$ cat src/core/arft_pkg.sv
// constants and types for the auxiliary relay function timer
`default_nettype none
package arft_pkg;
    // ----------------------------------------
    // timing
    // ----------------------------------------
    localparam int unsigned CLK_PERIOD_NS = 5;
    localparam int unsigned SECOND_NS     = 1_000_000_000;
    localparam int unsigned TICK_CYCLES   = SECOND_NS / CLK_PERIOD_NS;

    // ----------------------------------------
    // register offsets (byte addresses)
    // ----------------------------------------
    localparam logic [11:0] ADDR_CTRL      = 12'h000;
    localparam logic [11:0] ADDR_TIMER_SET = 12'h004;
    localparam logic [11:0] ADDR_DMPR_TIME = 12'h008;
    localparam logic [11:0] ADDR_RELAY_SEL = 12'h00C;
    localparam logic [11:0] ADDR_FREQ_DET  = 12'h010;
    localparam logic [11:0] ADDR_OVERLOAD  = 12'h014;
    localparam logic [11:0] ADDR_STATUS    = 12'h018;
    localparam logic [11:0] ADDR_LATCH_CLR = 12'h01C;

    // ----------------------------------------
    // field positions
    // ----------------------------------------
    localparam int CTRL_TSEL_LSB   = 0;
    localparam int CTRL_TMODE_LSB  = 4;
    localparam int CTRL_TNC_BIT    = 8;
    localparam int CTRL_DMODE_LSB  = 12;
    localparam int CTRL_DSW_EN_BIT = 16;
    localparam int CTRL_DSW_LSB    = 20;
    localparam int RSEL_W          = 4;
    localparam int HI_LSB          = 16;
    localparam int ST_AUX_LSB      = 0;
    localparam int ST_TOUT_BIT     = 4;
    localparam int ST_START_BIT    = 5;
    localparam int ST_DFAULT_BIT   = 6;
    localparam int ST_LATCH_BIT    = 7;
    localparam int ST_SEQ_LSB      = 8;
    localparam int LATCH_CLR_BIT   = 0;

    // ----------------------------------------
    // reset values and limits
    // ----------------------------------------
    localparam logic [12:0] TIMER_SET_RST = 13'h001E;
    localparam logic [12:0] TIMER_SET_MAX = 13'h1770;
    localparam logic [15:0] DMPR_TIME_RST = 16'h001E;
    localparam logic [11:0] VIN_FULL      = 12'hFFF;
    localparam int          NUM_INPUTS    = 7;
    localparam int          NUM_RELAYS    = 4;

    // ----------------------------------------
    // modes and functions
    // ----------------------------------------
    typedef enum logic [1:0] {
        TM_ON_DELAY,
        TM_OFF_DELAY,
        TM_ONE_PULSE,
        TM_SYMM
    } arft_tmode_t;

    typedef enum logic [1:0] {
        DM_NONE,
        DM_DAMPER,
        DM_LUBE
    } arft_dmode_t;

    typedef enum logic [3:0] {
        FN_NONE,
        FN_REF_REACHED,
        FN_AT_SETPOINT,
        FN_IN_RANGE,
        FN_ABOVE_FREQ,
        FN_BELOW_FREQ,
        FN_OVERLOAD,
        FN_RUN,
        FN_STOP,
        FN_DAMPER,
        FN_LUBE_ONLY,
        FN_LUBE_REFILL,
        FN_TIMER,
        FN_VIN_SAT,
        FN_LOSS_LATCH
    } arft_func_t;

    typedef enum logic [1:0] {
        SEQ_IDLE,
        SEQ_WAIT,
        SEQ_RUN,
        SEQ_FAULT
    } arft_seq_t;
endpackage
`default_nettype wire

$ cat src/core/arft_top.sv
// auxiliary relay function selection, in-out timer and damper/lube sequencing
`default_nettype none
module arft_top #(
    parameter int unsigned TICK_CYCLES = arft_pkg::TICK_CYCLES
) (
    input  wire logic        pclk,
    input  wire logic        presetn,
    input  wire logic        psel,
    input  wire logic        penable,
    input  wire logic        pwrite,
    input  wire logic [11:0] paddr,
    input  wire logic [31:0] pwdata,
    output logic      [31:0] prdata,
    output logic             pready,
    output logic             pslverr,
    input  wire logic [6:0]  multi_function_inputs,
    input  wire logic        start_request,
    input  wire logic        drive_stopped,
    input  wire logic [15:0] speed_ref,
    input  wire logic [15:0] out_freq,
    input  wire logic [15:0] out_current,
    input  wire logic [11:0] voltage_analog_input,
    input  wire logic        current_input_loss_trip,
    output logic      [3:0]  aux_relay,
    output logic             motor_start,
    output logic             damper_fault
);
    // ----------------------------------------
    // state
    // ----------------------------------------
    typedef struct packed {
        logic [2:0]            tsel;
        arft_pkg::arft_tmode_t tmode;
        logic                  tnc;
        arft_pkg::arft_dmode_t dmode;
        logic                  dsw_en;
        logic [2:0]            dsw_sel;
        logic [12:0]           tset;
        logic [15:0]           dtime;
        logic [3:0][3:0]       rsel;
        logic [15:0]           fdt_freq;
        logic [15:0]           fdt_band;
        logic [15:0]           ol_level;
        logic [15:0]           ol_time;
        logic [6:0]            sync1;
        logic [6:0]            sync2;
        logic [31:0]           tick_cnt;
        logic                  tick;
        logic [12:0]           tcnt;
        logic                  tout;
        logic                  tprev;
        logic [15:0]           olcnt;
        logic                  olflag;
        logic                  above;
        arft_pkg::arft_seq_t   seq;
        logic [15:0]           scnt;
        logic                  damper_rly;
        logic                  refill;
        logic                  dfault;
        logic                  start;
        logic                  latch;
        logic [3:0]            aux;
        logic [31:0]           prdata;
        logic                  pready;
        logic                  pslverr;
    } arft_state_t;

    arft_state_t st;
    arft_state_t next_st;

    // ----------------------------------------
    // helpers
    // ----------------------------------------
    function automatic arft_state_t arft_reset_val();
        arft_state_t s;
        s       = '0;
        s.tset  = arft_pkg::TIMER_SET_RST;
        s.dtime = arft_pkg::DMPR_TIME_RST;
        return s;
    endfunction

    function automatic logic [15:0] arft_absdiff(input logic [15:0] a, input logic [15:0] b);
        return (a >= b) ? a - b : b - a;
    endfunction

    function automatic logic arft_pick(input logic [3:0] code, input logic [14:0] fn);
        logic r;
        r = 1'b0;
        if (code <= 4'(arft_pkg::FN_LOSS_LATCH))
        begin
            r = fn[code];
        end
        return r;
    endfunction

    // ----------------------------------------
    // next-state logic
    // ----------------------------------------
    logic        trig;
    logic        rise;
    logic        tdone;
    logic        sdone;
    logic        dsw_gate;
    logic [15:0] half;
    logic [14:0] fn;
    logic        setup;
    logic        wr;
    logic [31:0] rd;
    logic        hit;

    always_comb
    begin
        next_st = st;

        // input sync; only stage two is looked at
        next_st.sync1 = multi_function_inputs;
        next_st.sync2 = st.sync1;

        // free-running second tick; phase is not aligned to events, so a
        // timed interval can be short by up to one tick
        next_st.tick = 1'b0;
        if (st.tick_cnt >= 32'(TICK_CYCLES - 1))
        begin
            next_st.tick_cnt = '0;
            next_st.tick     = 1'b1;
        end
        else
        begin
            next_st.tick_cnt = st.tick_cnt + 32'h0000_0001;
        end

        // ---------------- in-out timer ----------------
        trig = 1'b0;
        if (st.tsel < 3'(arft_pkg::NUM_INPUTS))
        begin
            trig = st.sync2[st.tsel] ^ st.tnc;
        end
        rise          = trig & ~st.tprev;
        tdone         = st.tcnt >= st.tset;
        next_st.tprev = trig;
        case (st.tmode)
            arft_pkg::TM_ON_DELAY:
            begin
                if (!trig)
                begin
                    next_st.tcnt = '0;
                    next_st.tout = 1'b0;
                end
                else if (tdone)
                    next_st.tout = 1'b1;
                else if (st.tick)
                    next_st.tcnt = st.tcnt + 13'h0001;
            end
            arft_pkg::TM_OFF_DELAY:
            begin
                if (trig)
                begin
                    next_st.tcnt = '0;
                    next_st.tout = 1'b1;
                end
                else if (st.tout && tdone)
                    next_st.tout = 1'b0;
                else if (st.tout && st.tick)
                    next_st.tcnt = st.tcnt + 13'h0001;
            end
            arft_pkg::TM_ONE_PULSE:
            begin
                // retrigger ignored while the pulse runs
                if (st.tout)
                begin
                    if (tdone)
                        next_st.tout = 1'b0;
                    else if (st.tick)
                        next_st.tcnt = st.tcnt + 13'h0001;
                end
                else if (rise)
                begin
                    next_st.tout = 1'b1;
                    next_st.tcnt = '0;
                end
            end
            arft_pkg::TM_SYMM:
            begin
                // with nc polarity this runs until the contact closes
                if (!trig)
                begin
                    next_st.tout = 1'b0;
                    next_st.tcnt = '0;
                end
                else if (rise)
                begin
                    next_st.tout = 1'b1;
                    next_st.tcnt = '0;
                end
                else if (tdone)
                begin
                    next_st.tout = ~st.tout;
                    next_st.tcnt = '0;
                end
                else if (st.tick)
                    next_st.tcnt = st.tcnt + 13'h0001;
            end
            default:
            begin
                next_st.tout = 1'b0;
            end
        endcase

        // ---------------- frequency detection ----------------
        half = {1'b0, st.fdt_band[15:1]};
        if (out_freq >= st.fdt_freq)
            next_st.above = 1'b1;
        else if (({1'b0, out_freq} + {1'b0, half}) < {1'b0, st.fdt_freq})
            next_st.above = 1'b0;

        // ---------------- overload warning ----------------
        if (out_current > st.ol_level)
        begin
            if (st.olcnt >= st.ol_time)
                next_st.olflag = 1'b1;
            else if (st.tick)
                next_st.olcnt = st.olcnt + 16'h0001;
        end
        else
        begin
            next_st.olcnt  = '0;
            next_st.olflag = 1'b0;
        end

        // ---------------- damper / lube sequence ----------------
        sdone    = st.scnt >= st.dtime;
        dsw_gate = (st.dmode == arft_pkg::DM_DAMPER) && st.dsw_en;
        case (st.seq)
            arft_pkg::SEQ_IDLE:
            begin
                next_st.refill = 1'b0;
                if (start_request)
                begin
                    next_st.scnt = '0;
                    if (st.dmode == arft_pkg::DM_DAMPER)
                    begin
                        next_st.damper_rly = 1'b1;
                        next_st.seq        = arft_pkg::SEQ_WAIT;
                    end
                    else if (st.dmode == arft_pkg::DM_LUBE)
                        next_st.seq = arft_pkg::SEQ_WAIT;
                    else
                        next_st.seq = arft_pkg::SEQ_RUN;
                end
                else if (drive_stopped)
                    next_st.damper_rly = 1'b0;
            end
            arft_pkg::SEQ_WAIT:
            begin
                if (!start_request)
                    next_st.seq = arft_pkg::SEQ_IDLE;
                else if (dsw_gate && st.sync2[st.dsw_sel])
                    next_st.seq = arft_pkg::SEQ_RUN;
                else if (sdone && dsw_gate)
                begin
                    next_st.seq    = arft_pkg::SEQ_FAULT;
                    next_st.dfault = 1'b1;
                end
                else if (sdone)
                begin
                    next_st.seq    = arft_pkg::SEQ_RUN;
                    next_st.scnt   = '0;
                    next_st.refill = (st.dmode == arft_pkg::DM_LUBE);
                end
                else if (st.tick)
                    next_st.scnt = st.scnt + 16'h0001;
            end
            arft_pkg::SEQ_RUN:
            begin
                if (!start_request)
                    next_st.seq = arft_pkg::SEQ_IDLE;
                else if (st.refill && sdone)
                    next_st.refill = 1'b0;
                else if (st.refill && st.tick)
                    next_st.scnt = st.scnt + 16'h0001;
            end
            arft_pkg::SEQ_FAULT:
            begin
                // fault holds until the start request is withdrawn
                if (!start_request)
                begin
                    next_st.seq    = arft_pkg::SEQ_IDLE;
                    next_st.dfault = 1'b0;
                end
            end
            default:
            begin
                next_st.seq = arft_pkg::SEQ_IDLE;
            end
        endcase
        next_st.start = (next_st.seq == arft_pkg::SEQ_RUN);

        // ---------------- apb slave ----------------
        setup = psel && !penable;
        wr    = psel && penable && st.pready && pwrite;
        hit   = 1'b1;
        rd    = '0;
        case (paddr)
            arft_pkg::ADDR_CTRL:
            begin
                rd[arft_pkg::CTRL_TSEL_LSB +: 3]  = st.tsel;
                rd[arft_pkg::CTRL_TMODE_LSB +: 2] = st.tmode;
                rd[arft_pkg::CTRL_TNC_BIT]        = st.tnc;
                rd[arft_pkg::CTRL_DMODE_LSB +: 2] = st.dmode;
                rd[arft_pkg::CTRL_DSW_EN_BIT]     = st.dsw_en;
                rd[arft_pkg::CTRL_DSW_LSB +: 3]   = st.dsw_sel;
            end
            arft_pkg::ADDR_TIMER_SET: rd[12:0] = st.tset;
            arft_pkg::ADDR_DMPR_TIME: rd[15:0] = st.dtime;
            arft_pkg::ADDR_RELAY_SEL: rd[15:0] = st.rsel;
            arft_pkg::ADDR_FREQ_DET:  rd = {st.fdt_band, st.fdt_freq};
            arft_pkg::ADDR_OVERLOAD:  rd = {st.ol_time, st.ol_level};
            arft_pkg::ADDR_STATUS:
            begin
                rd[arft_pkg::ST_AUX_LSB +: 4]  = st.aux;
                rd[arft_pkg::ST_TOUT_BIT]      = st.tout;
                rd[arft_pkg::ST_START_BIT]     = st.start;
                rd[arft_pkg::ST_DFAULT_BIT]    = st.dfault;
                rd[arft_pkg::ST_LATCH_BIT]     = st.latch;
                rd[arft_pkg::ST_SEQ_LSB +: 2]  = st.seq;
            end
            arft_pkg::ADDR_LATCH_CLR: rd = '0;
            default:                  hit = 1'b0;
        endcase
        // one wait-free access phase after each setup
        next_st.pready  = setup;
        next_st.pslverr = setup && !hit;
        if (setup)
            next_st.prdata = (hit && !pwrite) ? rd : '0;
        if (wr && hit)
        begin
            case (paddr)
                arft_pkg::ADDR_CTRL:
                begin
                    next_st.tsel    = pwdata[arft_pkg::CTRL_TSEL_LSB +: 3];
                    next_st.tmode   = arft_pkg::arft_tmode_t'(
                                      pwdata[arft_pkg::CTRL_TMODE_LSB +: 2]);
                    next_st.tnc     = pwdata[arft_pkg::CTRL_TNC_BIT];
                    next_st.dmode   = arft_pkg::arft_dmode_t'(
                                      pwdata[arft_pkg::CTRL_DMODE_LSB +: 2]);
                    next_st.dsw_en  = pwdata[arft_pkg::CTRL_DSW_EN_BIT];
                    next_st.dsw_sel = pwdata[arft_pkg::CTRL_DSW_LSB +: 3];
                end
                arft_pkg::ADDR_TIMER_SET:
                begin
                    // out-of-range settings clamp to the top of the range
                    if (pwdata > 32'(arft_pkg::TIMER_SET_MAX))
                        next_st.tset = arft_pkg::TIMER_SET_MAX;
                    else
                        next_st.tset = pwdata[12:0];
                end
                arft_pkg::ADDR_DMPR_TIME: next_st.dtime = pwdata[15:0];
                arft_pkg::ADDR_RELAY_SEL: next_st.rsel = pwdata[15:0];
                arft_pkg::ADDR_FREQ_DET:
                begin
                    next_st.fdt_freq = pwdata[15:0];
                    next_st.fdt_band = pwdata[arft_pkg::HI_LSB +: 16];
                end
                arft_pkg::ADDR_OVERLOAD:
                begin
                    next_st.ol_level = pwdata[15:0];
                    next_st.ol_time  = pwdata[arft_pkg::HI_LSB +: 16];
                end
                default:
                begin
                end
            endcase
        end

        // loss latch: a trip in the clearing cycle still sets it
        next_st.latch = current_input_loss_trip
                        | (st.latch & ~(wr && paddr == arft_pkg::ADDR_LATCH_CLR
                                        && pwdata[arft_pkg::LATCH_CLR_BIT]));

        // ---------------- relay functions ----------------
        fn                              = '0;
        fn[arft_pkg::FN_REF_REACHED]    = arft_absdiff(speed_ref, out_freq) < half;
        fn[arft_pkg::FN_AT_SETPOINT]    = (arft_absdiff(speed_ref, st.fdt_freq) <= half)
                                          && (arft_absdiff(out_freq, st.fdt_freq) <= half);
        fn[arft_pkg::FN_IN_RANGE]       = arft_absdiff(out_freq, st.fdt_freq) <= half;
        fn[arft_pkg::FN_ABOVE_FREQ]     = st.above;
        fn[arft_pkg::FN_BELOW_FREQ]     = ~st.above;
        fn[arft_pkg::FN_OVERLOAD]       = st.olflag;
        fn[arft_pkg::FN_RUN]            = ~drive_stopped;
        fn[arft_pkg::FN_STOP]           = drive_stopped;
        fn[arft_pkg::FN_DAMPER]         = st.damper_rly;
        fn[arft_pkg::FN_LUBE_ONLY]      = (st.dmode == arft_pkg::DM_LUBE)
                                          && (st.seq == arft_pkg::SEQ_WAIT);
        fn[arft_pkg::FN_LUBE_REFILL]    = fn[arft_pkg::FN_LUBE_ONLY]
                                          || ((st.seq == arft_pkg::SEQ_RUN) && st.refill);
        fn[arft_pkg::FN_TIMER]          = st.tout;
        fn[arft_pkg::FN_VIN_SAT]        = voltage_analog_input == arft_pkg::VIN_FULL;
        fn[arft_pkg::FN_LOSS_LATCH]     = st.latch;
        for (int i = 0; i < arft_pkg::NUM_RELAYS; i++)
        begin
            next_st.aux[i] = arft_pick(st.rsel[i], fn);
        end
    end

    // ----------------------------------------
    // registers
    // ----------------------------------------
    always_ff @(posedge pclk or negedge presetn)
    begin
        if (!presetn)
            st <= arft_reset_val();
        else
            st <= next_st;
    end

    assign prdata       = st.prdata;
    assign pready       = st.pready;
    assign pslverr      = st.pslverr;
    assign aux_relay    = st.aux;
    assign motor_start  = st.start;
    assign damper_fault = st.dfault;
endmodule
`default_nettype wire

$ cat config.mk
export PLATFORM = sky130hd
export DESIGN_NAME = arft_top
export DESIGN_NICKNAME = d
export VERILOG_FILES = /design/src/core/arft_pkg.sv /design/src/core/arft_top.sv
export SDC_FILE = /design/constraint.sdc
export NUM_CORES = 1
export LEC_CHECK = 0
export ABC_CLOCK_PERIOD_IN_PS = 5450
export BUFFER_PORTS_ARGS = -buffer_cell sky130_fd_sc_hd__buf_4
export CAP_MARGIN = 0
export CORE_MARGIN = 8
export CORE_UTILIZATION = 35
export CTS_CLUSTER_DIAMETER = 40
export DETAILED_ROUTE_END_ITERATION = 7
export GPL_TIMING_DRIVEN = 0
export PLACE_DENSITY_LB_ADDON = 0.2
export SETUP_SLACK_MARGIN = 0.1
export SYNTH_ARGS = -nofsm -noshare
export SYNTH_HDL_FRONTEND = slang
export SYNTH_SLANG_ARGS = --single-unit
$ cat constraint.sdc
create_clock -name pclk -period 5.45 [get_ports pclk]
set_input_delay 0.8175 -clock pclk [delete_from_list [all_inputs] [get_ports pclk]]
set_output_delay 0.8175 -clock pclk [all_outputs]
set_load 0.05 [all_outputs]
# Word-level counts from Yosys, hierarchy flattened
# Cells that the tools add are included.
# classes
n_eq_ne	39
magnitude_cmp	24
muxes	92
bitwise	9
n_reduce_logical	45
add_sub_neg	11
# ops
op	count
$mux 16	13
$sub 16x16->16	6
$mux 14	6
$ge 16x16->1	5
$mux 13	6
$mux 32	2
$pmux 14 s4	1
$eq 12x5->1 const B	4
$pmux 16 s3	1
$add 16x1->16 const B	2
$add 32x1->32 const B	1
$ge 32x28->1 const B	1
$gt 32x13->1 const B	1
$le 16x15->1	2
$mux 1	29
$ne 2x2->1 const B	13
$eq 12x4->1 const B	2
$pmux 3 s7	1
$lt 4x5->1 const B	4
$logic_and 1x1->1	19
$mux 18	1
$mux 2	9
$ne 3x3->1 const B	6
$pmux 1 s6	3
47 further kinds	82
# totals
register_bits	262
elab_cells	257
out_inout_bits	40

# Longest topological paths before layout
# Gate-level depths: netlist of run 1.
# logic_depth
ltp_word	8
ltp_mapped	23
ltp_nobuf	22

# Worst setup path after synthesis of run 1
# OpenSTA, ideal clock, no wires.
# synth_timing
path_kind	input port to flip-flop
start	input port out_freq[0]
end	register st (netlist bit aux_relay[0])
cell_stages	21
setup_ns	0.141
t_required_ns	5.309
slack_ns	0.574
t_arrival_ns	4.735
cell_sequence	inv_1 -> ha_1 -> inv_1 -> fa_1 -> a21o_1 -> a221oi_1 -> a21oi_1 -> o22ai_4 -> buf_2 -> buf_2 -> mux2_2 -> ha_1 -> nor2b_1 -> o21ai_0 -> nand2b_1 -> a21oi_1 -> or3_1 -> a21oi_1 -> nor2_1 -> o31ai_1 -> o32ai_1
# synth_rtl
item	line_no	rtl
start: declaration	arft_top.sv:20	input wire logic [15:0] out_freq,
end signal: assignment	arft_top.sv:411	st <= arft_reset_val();
end signal: assignment	arft_top.sv:413	st <= next_st;
end: declaration	arft_top.sv:68	arft_state_t st;

==> flow_summary.toml, run 1 <==
[critical_path]
cp_max_fo = 8
reg2reg_to = "aux_relay[2]"
cp-start-kind = "flip-flop"
worstSetupEndpoint = "aux_relay[2]"
rr_startpoint = "st[192]"
crit_type = "flip-flop to flip-flop"
reg2reg_slack_ns = 0.32
required_ns = 5.87
arrival_ns = 5.55
crit_chain = "ha_1, clkbuf_1, nand3_1, o21ba_2, a21oi_1, o22ai_4, buf_12, mux2i_1, a221o_1, a31oi_2, o21ai_1, xor2_1, ha_1, and3_1, a221oi_1, o21ai_0, nor2_1, o31ai_4, buf_12, o32ai_1"
reg2regPathDepth = 20
cp_slowest_cell = "dfrtp_1"
cp-end-kind = "flip-flop"
max_stage_delay_ns = 0.48
crit_path_start = "st[192]"

[die]
fp.dieArea_sq_mm = 0.0655
coreArea_sq_mm = 0.0573
placementRows = 88
die_h_um = 256
num_io_pins = 159
initial_core_util_pct = 35.2
die_w_um = 256

[timing]
finalMaxSlewViolations = 0
period_needed_ns = 5.13
final_hold_viol_count = 0
slew_headroom_pct = 16.7
skew_ns = 0.0280
tightestPinTransition_ns = 1.25
clock.fmax_mhz = 195
layout_setup_ws_ns = 0.321
rsz0062_at_grt = "no"
final-setup-viol-count = 0
min_period_over_period_pct = 94.1

[route]
wirelength_um = 73300
drc = 0
vias_per_cell = 5.60
avgRoutedWirePerCell_um = 21.9
dr.pass1.iters = 7
ant_nets = 0
drtIter0Drc = 1298
num_vias = 18800

[global_routing]
grt_usage_pct = 21.6
grt_pass1_vias = 18700
grt_use_met2_pct = 36.1
grt-busiest-layer = "met2"
grt_use_met3_pct = 2.82
overflow = 0
antenna_found_initial = 2
grtUsageMet1_pct = 27.1
grt_max_degree = 108
grt_pass1_wl_um = 111000

[cts]
clk_root_buffer_cell = "clkbuf_16"
cts_tree = "built"
cts_max_level = 2
cts_max_path_buffers = 3
cts_sinks = 262
ctsHoldBuffers = 0
clock_latency_ns = 0.55
cts.clk_slew.worst_paths_ns = 0.06
cts_buffers = 40

[logic_synthesis]
synth_area_per_cell_sq_um = 8.62
synth_top_cell_by_area = "dfrtp_1"
synthTopCellsByCount = "dfrtp_1, nand2_1, ha_1"
ys_async_sr_fraction_pct = 100
synth_area_leaders = "dfrtp_1, ha_1, o21ai_0"
synthDistinctLibCells = 90
syn_area_sq_mm = 0.0201
synth-seq-cells = 262
ys_seq_area_share_pct = 32.6
synth.top_cell.area_share_pct = 31.6
yosysWarnings = 0
synth_edf_count = 0
syn_inst = 2335
yosysMostFrequentCell = "dfrtp_1"
synth_ff_type = "dfrtp_1"

[place]
dp.cells = 3260
dpl.hpwl_um = 59400
dpl_cell_area_sq_mm = 0.0223
dp_slack_ns = -1.14
gp_congestion = 0.949
portBuffers = 155

[hold_path]
hold_path_class = "primary input to async pin"

[final_layout]
fin_area_sq_mm = 0.0240
syn2layout_area_growth_pct = 19.1
fill_cells = 5785
final_nets = 2918
stdcell_count = 3350
drive_gt1_share_pct = 14.9

[run_status]
status = "complete, no violations"

[power_and_ir_drop]
ir_worst_vdd_v = 0.000283
power.density_mw_per_mm2 = 227
power_w = 0.00545
leakage_nw = 11.5

[flow_run]
maxCapViolCount = 0
per-stage QoR:
step	setup TNS (ns)	utilization (%)	hold WS (ns)
3_3_place_gp	-4.47	38.9	0.338
6_report	0	41.9	0.319
2_1_floorplan	0	-	0.331
5_1_grt	0	41.9	0.342
4_1_cts	0	41.6	0.340
3_5_place_dp	-4.56	39.0	0.337
sequential cells by signal (all words and copies together) (netlist names):
signal        flops
half             15
pslverr           1
fn                5
pready            1
st              195
motor_start       1
next_st           7
aux_relay         4
damper_fault      1
prdata           32
area by class of cell:
| class | instances | area (sq um) | share of cell area (%) |
|---|---|---|---|
| clock buffers | 46 | 1060 | 4.43 |
| repair buffers | 174 | 1390 | 5.80 |
| flip-flops and latches | 262 | 6570 | 27.4 |
| clock inverters | 26 | 284 | 1.18 |
| plain buffers | 128 | 669 | 2.79 |
| diodes | 1 | 2.50 | 0.0104 |
| well taps | 765 | 957 | 3.99 |
| inverters | 174 | 657 | 2.74 |
| multi-input cells | 1774 | 12400 | 51.7 |
critical path: cells and delay by family (launching register included):
family,cells,cell delay (ns)
adder cells (fa/ha/maj),2,0.60
XOR/XNOR,1,0.21
AND/OR/NAND/NOR,3,0.58
buffers and inverters,3,0.63
multiplexers,1,0.11
flip-flops,1,0.48
AO/OA/AOI/OAI,10,2.38
repair_timing:
action / in CTS / in global routing
endpoints found under the hold margin: 0 / 0
setup buffers: 3 / 14
endpoints found under the setup margin: 4 / 4
pin swaps: 2 / 6
gates resized for setup: 15 / 15
how the worst min path moves through the flow:
stage / start / end / slack [ns] / cells past startpoint
floorplan: next_st[127] / st[127] / 0.33 / 0
global placement: next_st[127] / st[127] / 0.34 / 0
detailed placement: next_st[127] / st[127] / 0.34 / 0
CTS: next_st[133] / st[133] / 0.34 / 0
global route: next_st[133] / st[133] / 0.34 / 0
finish: presetn / fn[4] / 0.32 / 1
layout by cell type, fill, tap and decap left out, types with 59 or more instances in the layout:
master      n
a21oi_1   146
buf_4     206
clkbuf_1   78
dfrtp_1   252
ha_1      238
inv_1     172
nand2_1   249
nand3_1    59
nor2_1    152
o21ai_0   226
power by group:
| part | total (W) | switching, W | internal (W) |
|---|---|---|---|
| combinational | 0.000885 | 0.000542 | 0.000343 |
| clock | 0.00256 | 0.00102 | 0.00154 |
| sequential | 0.00200 | 0.0000320 | 0.00197 |
| total | 0.00545 | 0.00159 | 0.00386 |
routing by layer:
metal / vias to the layer above / share of wire, %
met5: - / 0.015
met4: 2 / 5.6
met3: 183 / 5.4
met2: 658 / 47
met1: 9128 / 42
li1: 8800 / -
cells by family after synthesis:
group	after synthesis	share of synthesized area (%)
DFF	262	32.6
xor gates and xnor gates	101	4.43
other	1	0.0186
and+or+nand+nor	671	15.6
muxes	66	3.76
adders and majority gates	245	15.5
buffers and inverters	302	6.44
AOI/OAI and AO/OA	687	21.6
Power figures use the tool's default switching activity.
==> run 2: changes to the inputs <==
==> constraint.sdc (replaced) <==
create_clock -name pclk -period 5.45 [get_ports pclk]
set_input_delay 0.545 -clock pclk [delete_from_list [all_inputs] [get_ports pclk]]
set_output_delay 0.545 -clock pclk [all_outputs]
set_load 0.05 [all_outputs]
==> flow_summary.toml, run 2 (synthesis gave the netlist of run 1 again) <==
[route]
drc = 2
route.met2.wl_um = 34300
vias_per_cell = 5.61
ant_nets = 0
num_vias = 18700
dr_wl_met3_um = 3980
avgRoutedWirePerCell_um = 21.9
dr.pass1.iters = 8
wirelength_um = 73200
routed.top_layer = "met5"
drtIter0Drc = 1276
wl_met1_um = 30900

[power_and_ir_drop]
ir_worst_vdd_v = 0.000283
leakage_nw = 11.5
power_w = 0.00544
power.density_mw_per_mm2 = 227

[timing]
final_hold_viol_count = 0
slew_headroom_pct = 16.0
rsz0062_at_grt = "no"
layout_setup_ws_ns = 0.290
min_period_over_period_pct = 94.7
period_needed_ns = 5.16
tightestPinTransition_ns = 1.26
skew_ns = 0.0304
clock.fmax_mhz = 194
finalMaxSlewViolations = 0
hold_slack_ns = 0.0476
final-setup-viol-count = 0

[critical_path]
cp_max_fo = 8
rr_startpoint = "st[192]"
crit_path_start = "st[192]"
required_ns = 5.85
cp-end-kind = "flip-flop"
crit_type = "flip-flop to flip-flop"
worstSetupEndpoint = "aux_relay[3]"
cp-start-kind = "flip-flop"
reg2reg_to = "aux_relay[3]"
arrival_ns = 5.56
reg2reg_slack_ns = 0.29
reg2regPathDepth = 20

[cts]
cts.clk_slew.worst_paths_ns = 0.06
cts_tree = "built"
cts_max_level = 2
clk_root_buffer_cell = "clkbuf_16"
clock_latency_ns = 0.55
cts_sinks = 262
cts_max_path_buffers = 3
cts_buffers = 40

[final_layout]
largest_reg_flops = 195
final_nets = 2911
syn2layout_area_growth_pct = 18.8
drive_gt1_share_pct = 14.7
final_common_cell = "dfrtp_1"
fill_cells = 5780
mostFrequentLayoutCells = "dfrtp_1, nand2_1, ha_1, o21ai_0, buf_4"
regMostFlops = "st"

[place]
dpl.hpwl_um = 59400
portBuffers = 155
gp_congestion = 0.949
dp_slack_ns = -0.938

[global_routing]
grt_usage_pct = 21.5
antenna_found_initial = 2
overflow = 0
grt_max_degree = 108
grt_pass1_vias = 18700
grt_pass1_wl_um = 111000

[die]
die_h_um = 256
placementRows = 88
initial_core_util_pct = 35.2
die_w_um = 256
num_io_pins = 159
fp.dieArea_sq_mm = 0.0655
coreArea_sq_mm = 0.0573

[run_status]
violations = "design-rule violations"
status = "finished, violations left"

[hold_path]
hold_path_class = "primary input to async pin"

[flow_run]
maxCapViolCount = 0
run 2: worst min-delay path by stage:
| stage | from | slack, ns | cells past startpoint | to |
|---|---|---|---|---|
| final | presetn | 0.05 | 1 | fn[4] |
| after CTS | multi_function_inputs[1] | 0.08 | 1 | next_st[128] |
| after global routing | multi_function_inputs[0] | 0.09 | 1 | next_st[127] |
| after floorplan | presetn | 0.25 | 0 | aux_relay[0] |
| after global placement | next_st[127] | 0.34 | 0 | st[127] |
| after detailed placement | next_st[127] | 0.34 | 0 | st[127] |
run 2: power by group:
part,total (W),switching [W],internal (W)
Clock,0.00257,0.00102,0.00154
Combinational,0.000869,0.000537,0.000331
Sequential,0.00201,0.0000327,0.00197
run 2: cell type report:
type	count	area, sq um	area share, %
multi-input cells	1774	12400	51.8
flip-flops and latches	262	6570	27.5
repair buffers	167	1340	5.60
clock buffers	46	1060	4.45
well taps	765	957	4.00
plain buffers	128	659	2.76
inverters	174	657	2.75
clock inverters	26	284	1.19
diodes	1	2.50	0.0105
run 2: what timing repair did:
action | CTS | global route
gates cloned | 0 | 0
setup buffers | 2 | 8
pin swaps | 1 | 3
endpoints found under the setup margin | 4 | 4
resized for setup | 14 | 10
hold buffers | 0 | 0
run 2: routing by layer:
metal	GRT usage [%]	vias up
li1	-	8768
met1	27.1	9163
met2	36.1	634
met3	2.82	179
met4	10.7	2
met5	0	-
run 2: worst max-delay path, stage by stage, from the launching register on:
cell and delay [ns]:
dfrtp_1 0.48, ha_1 0.32, clkbuf_1 0.29, nand3_1 0.19, o21ba_2 0.26, a21oi_1 0.37
o22ai_4 0.18, buf_12 0.17, mux2i_1 0.11, a221o_1 0.35, a31oi_2 0.32, o21ai_1 0.11
xor2_1 0.21, ha_1 0.29, and3_1 0.19, a221oi_1 0.27, o21ai_0 0.11, nor2_1 0.21
o31ai_4 0.10, buf_12 0.17, o32ai_1 0.29
run 2: through the flow:
step	util, %	TNS, ns	instance area [sq um]	std cells
3_5_place_dp	39.0	-3.72	22300	3260
3_3_place_gp	38.9	-3.41	22300	3258
4_1_cts	41.5	0	23800	3334
5_1_grt	41.8	0	23900	3342
6_report	41.8	0	23900	3343
2_1_floorplan	-	0	20200	2338
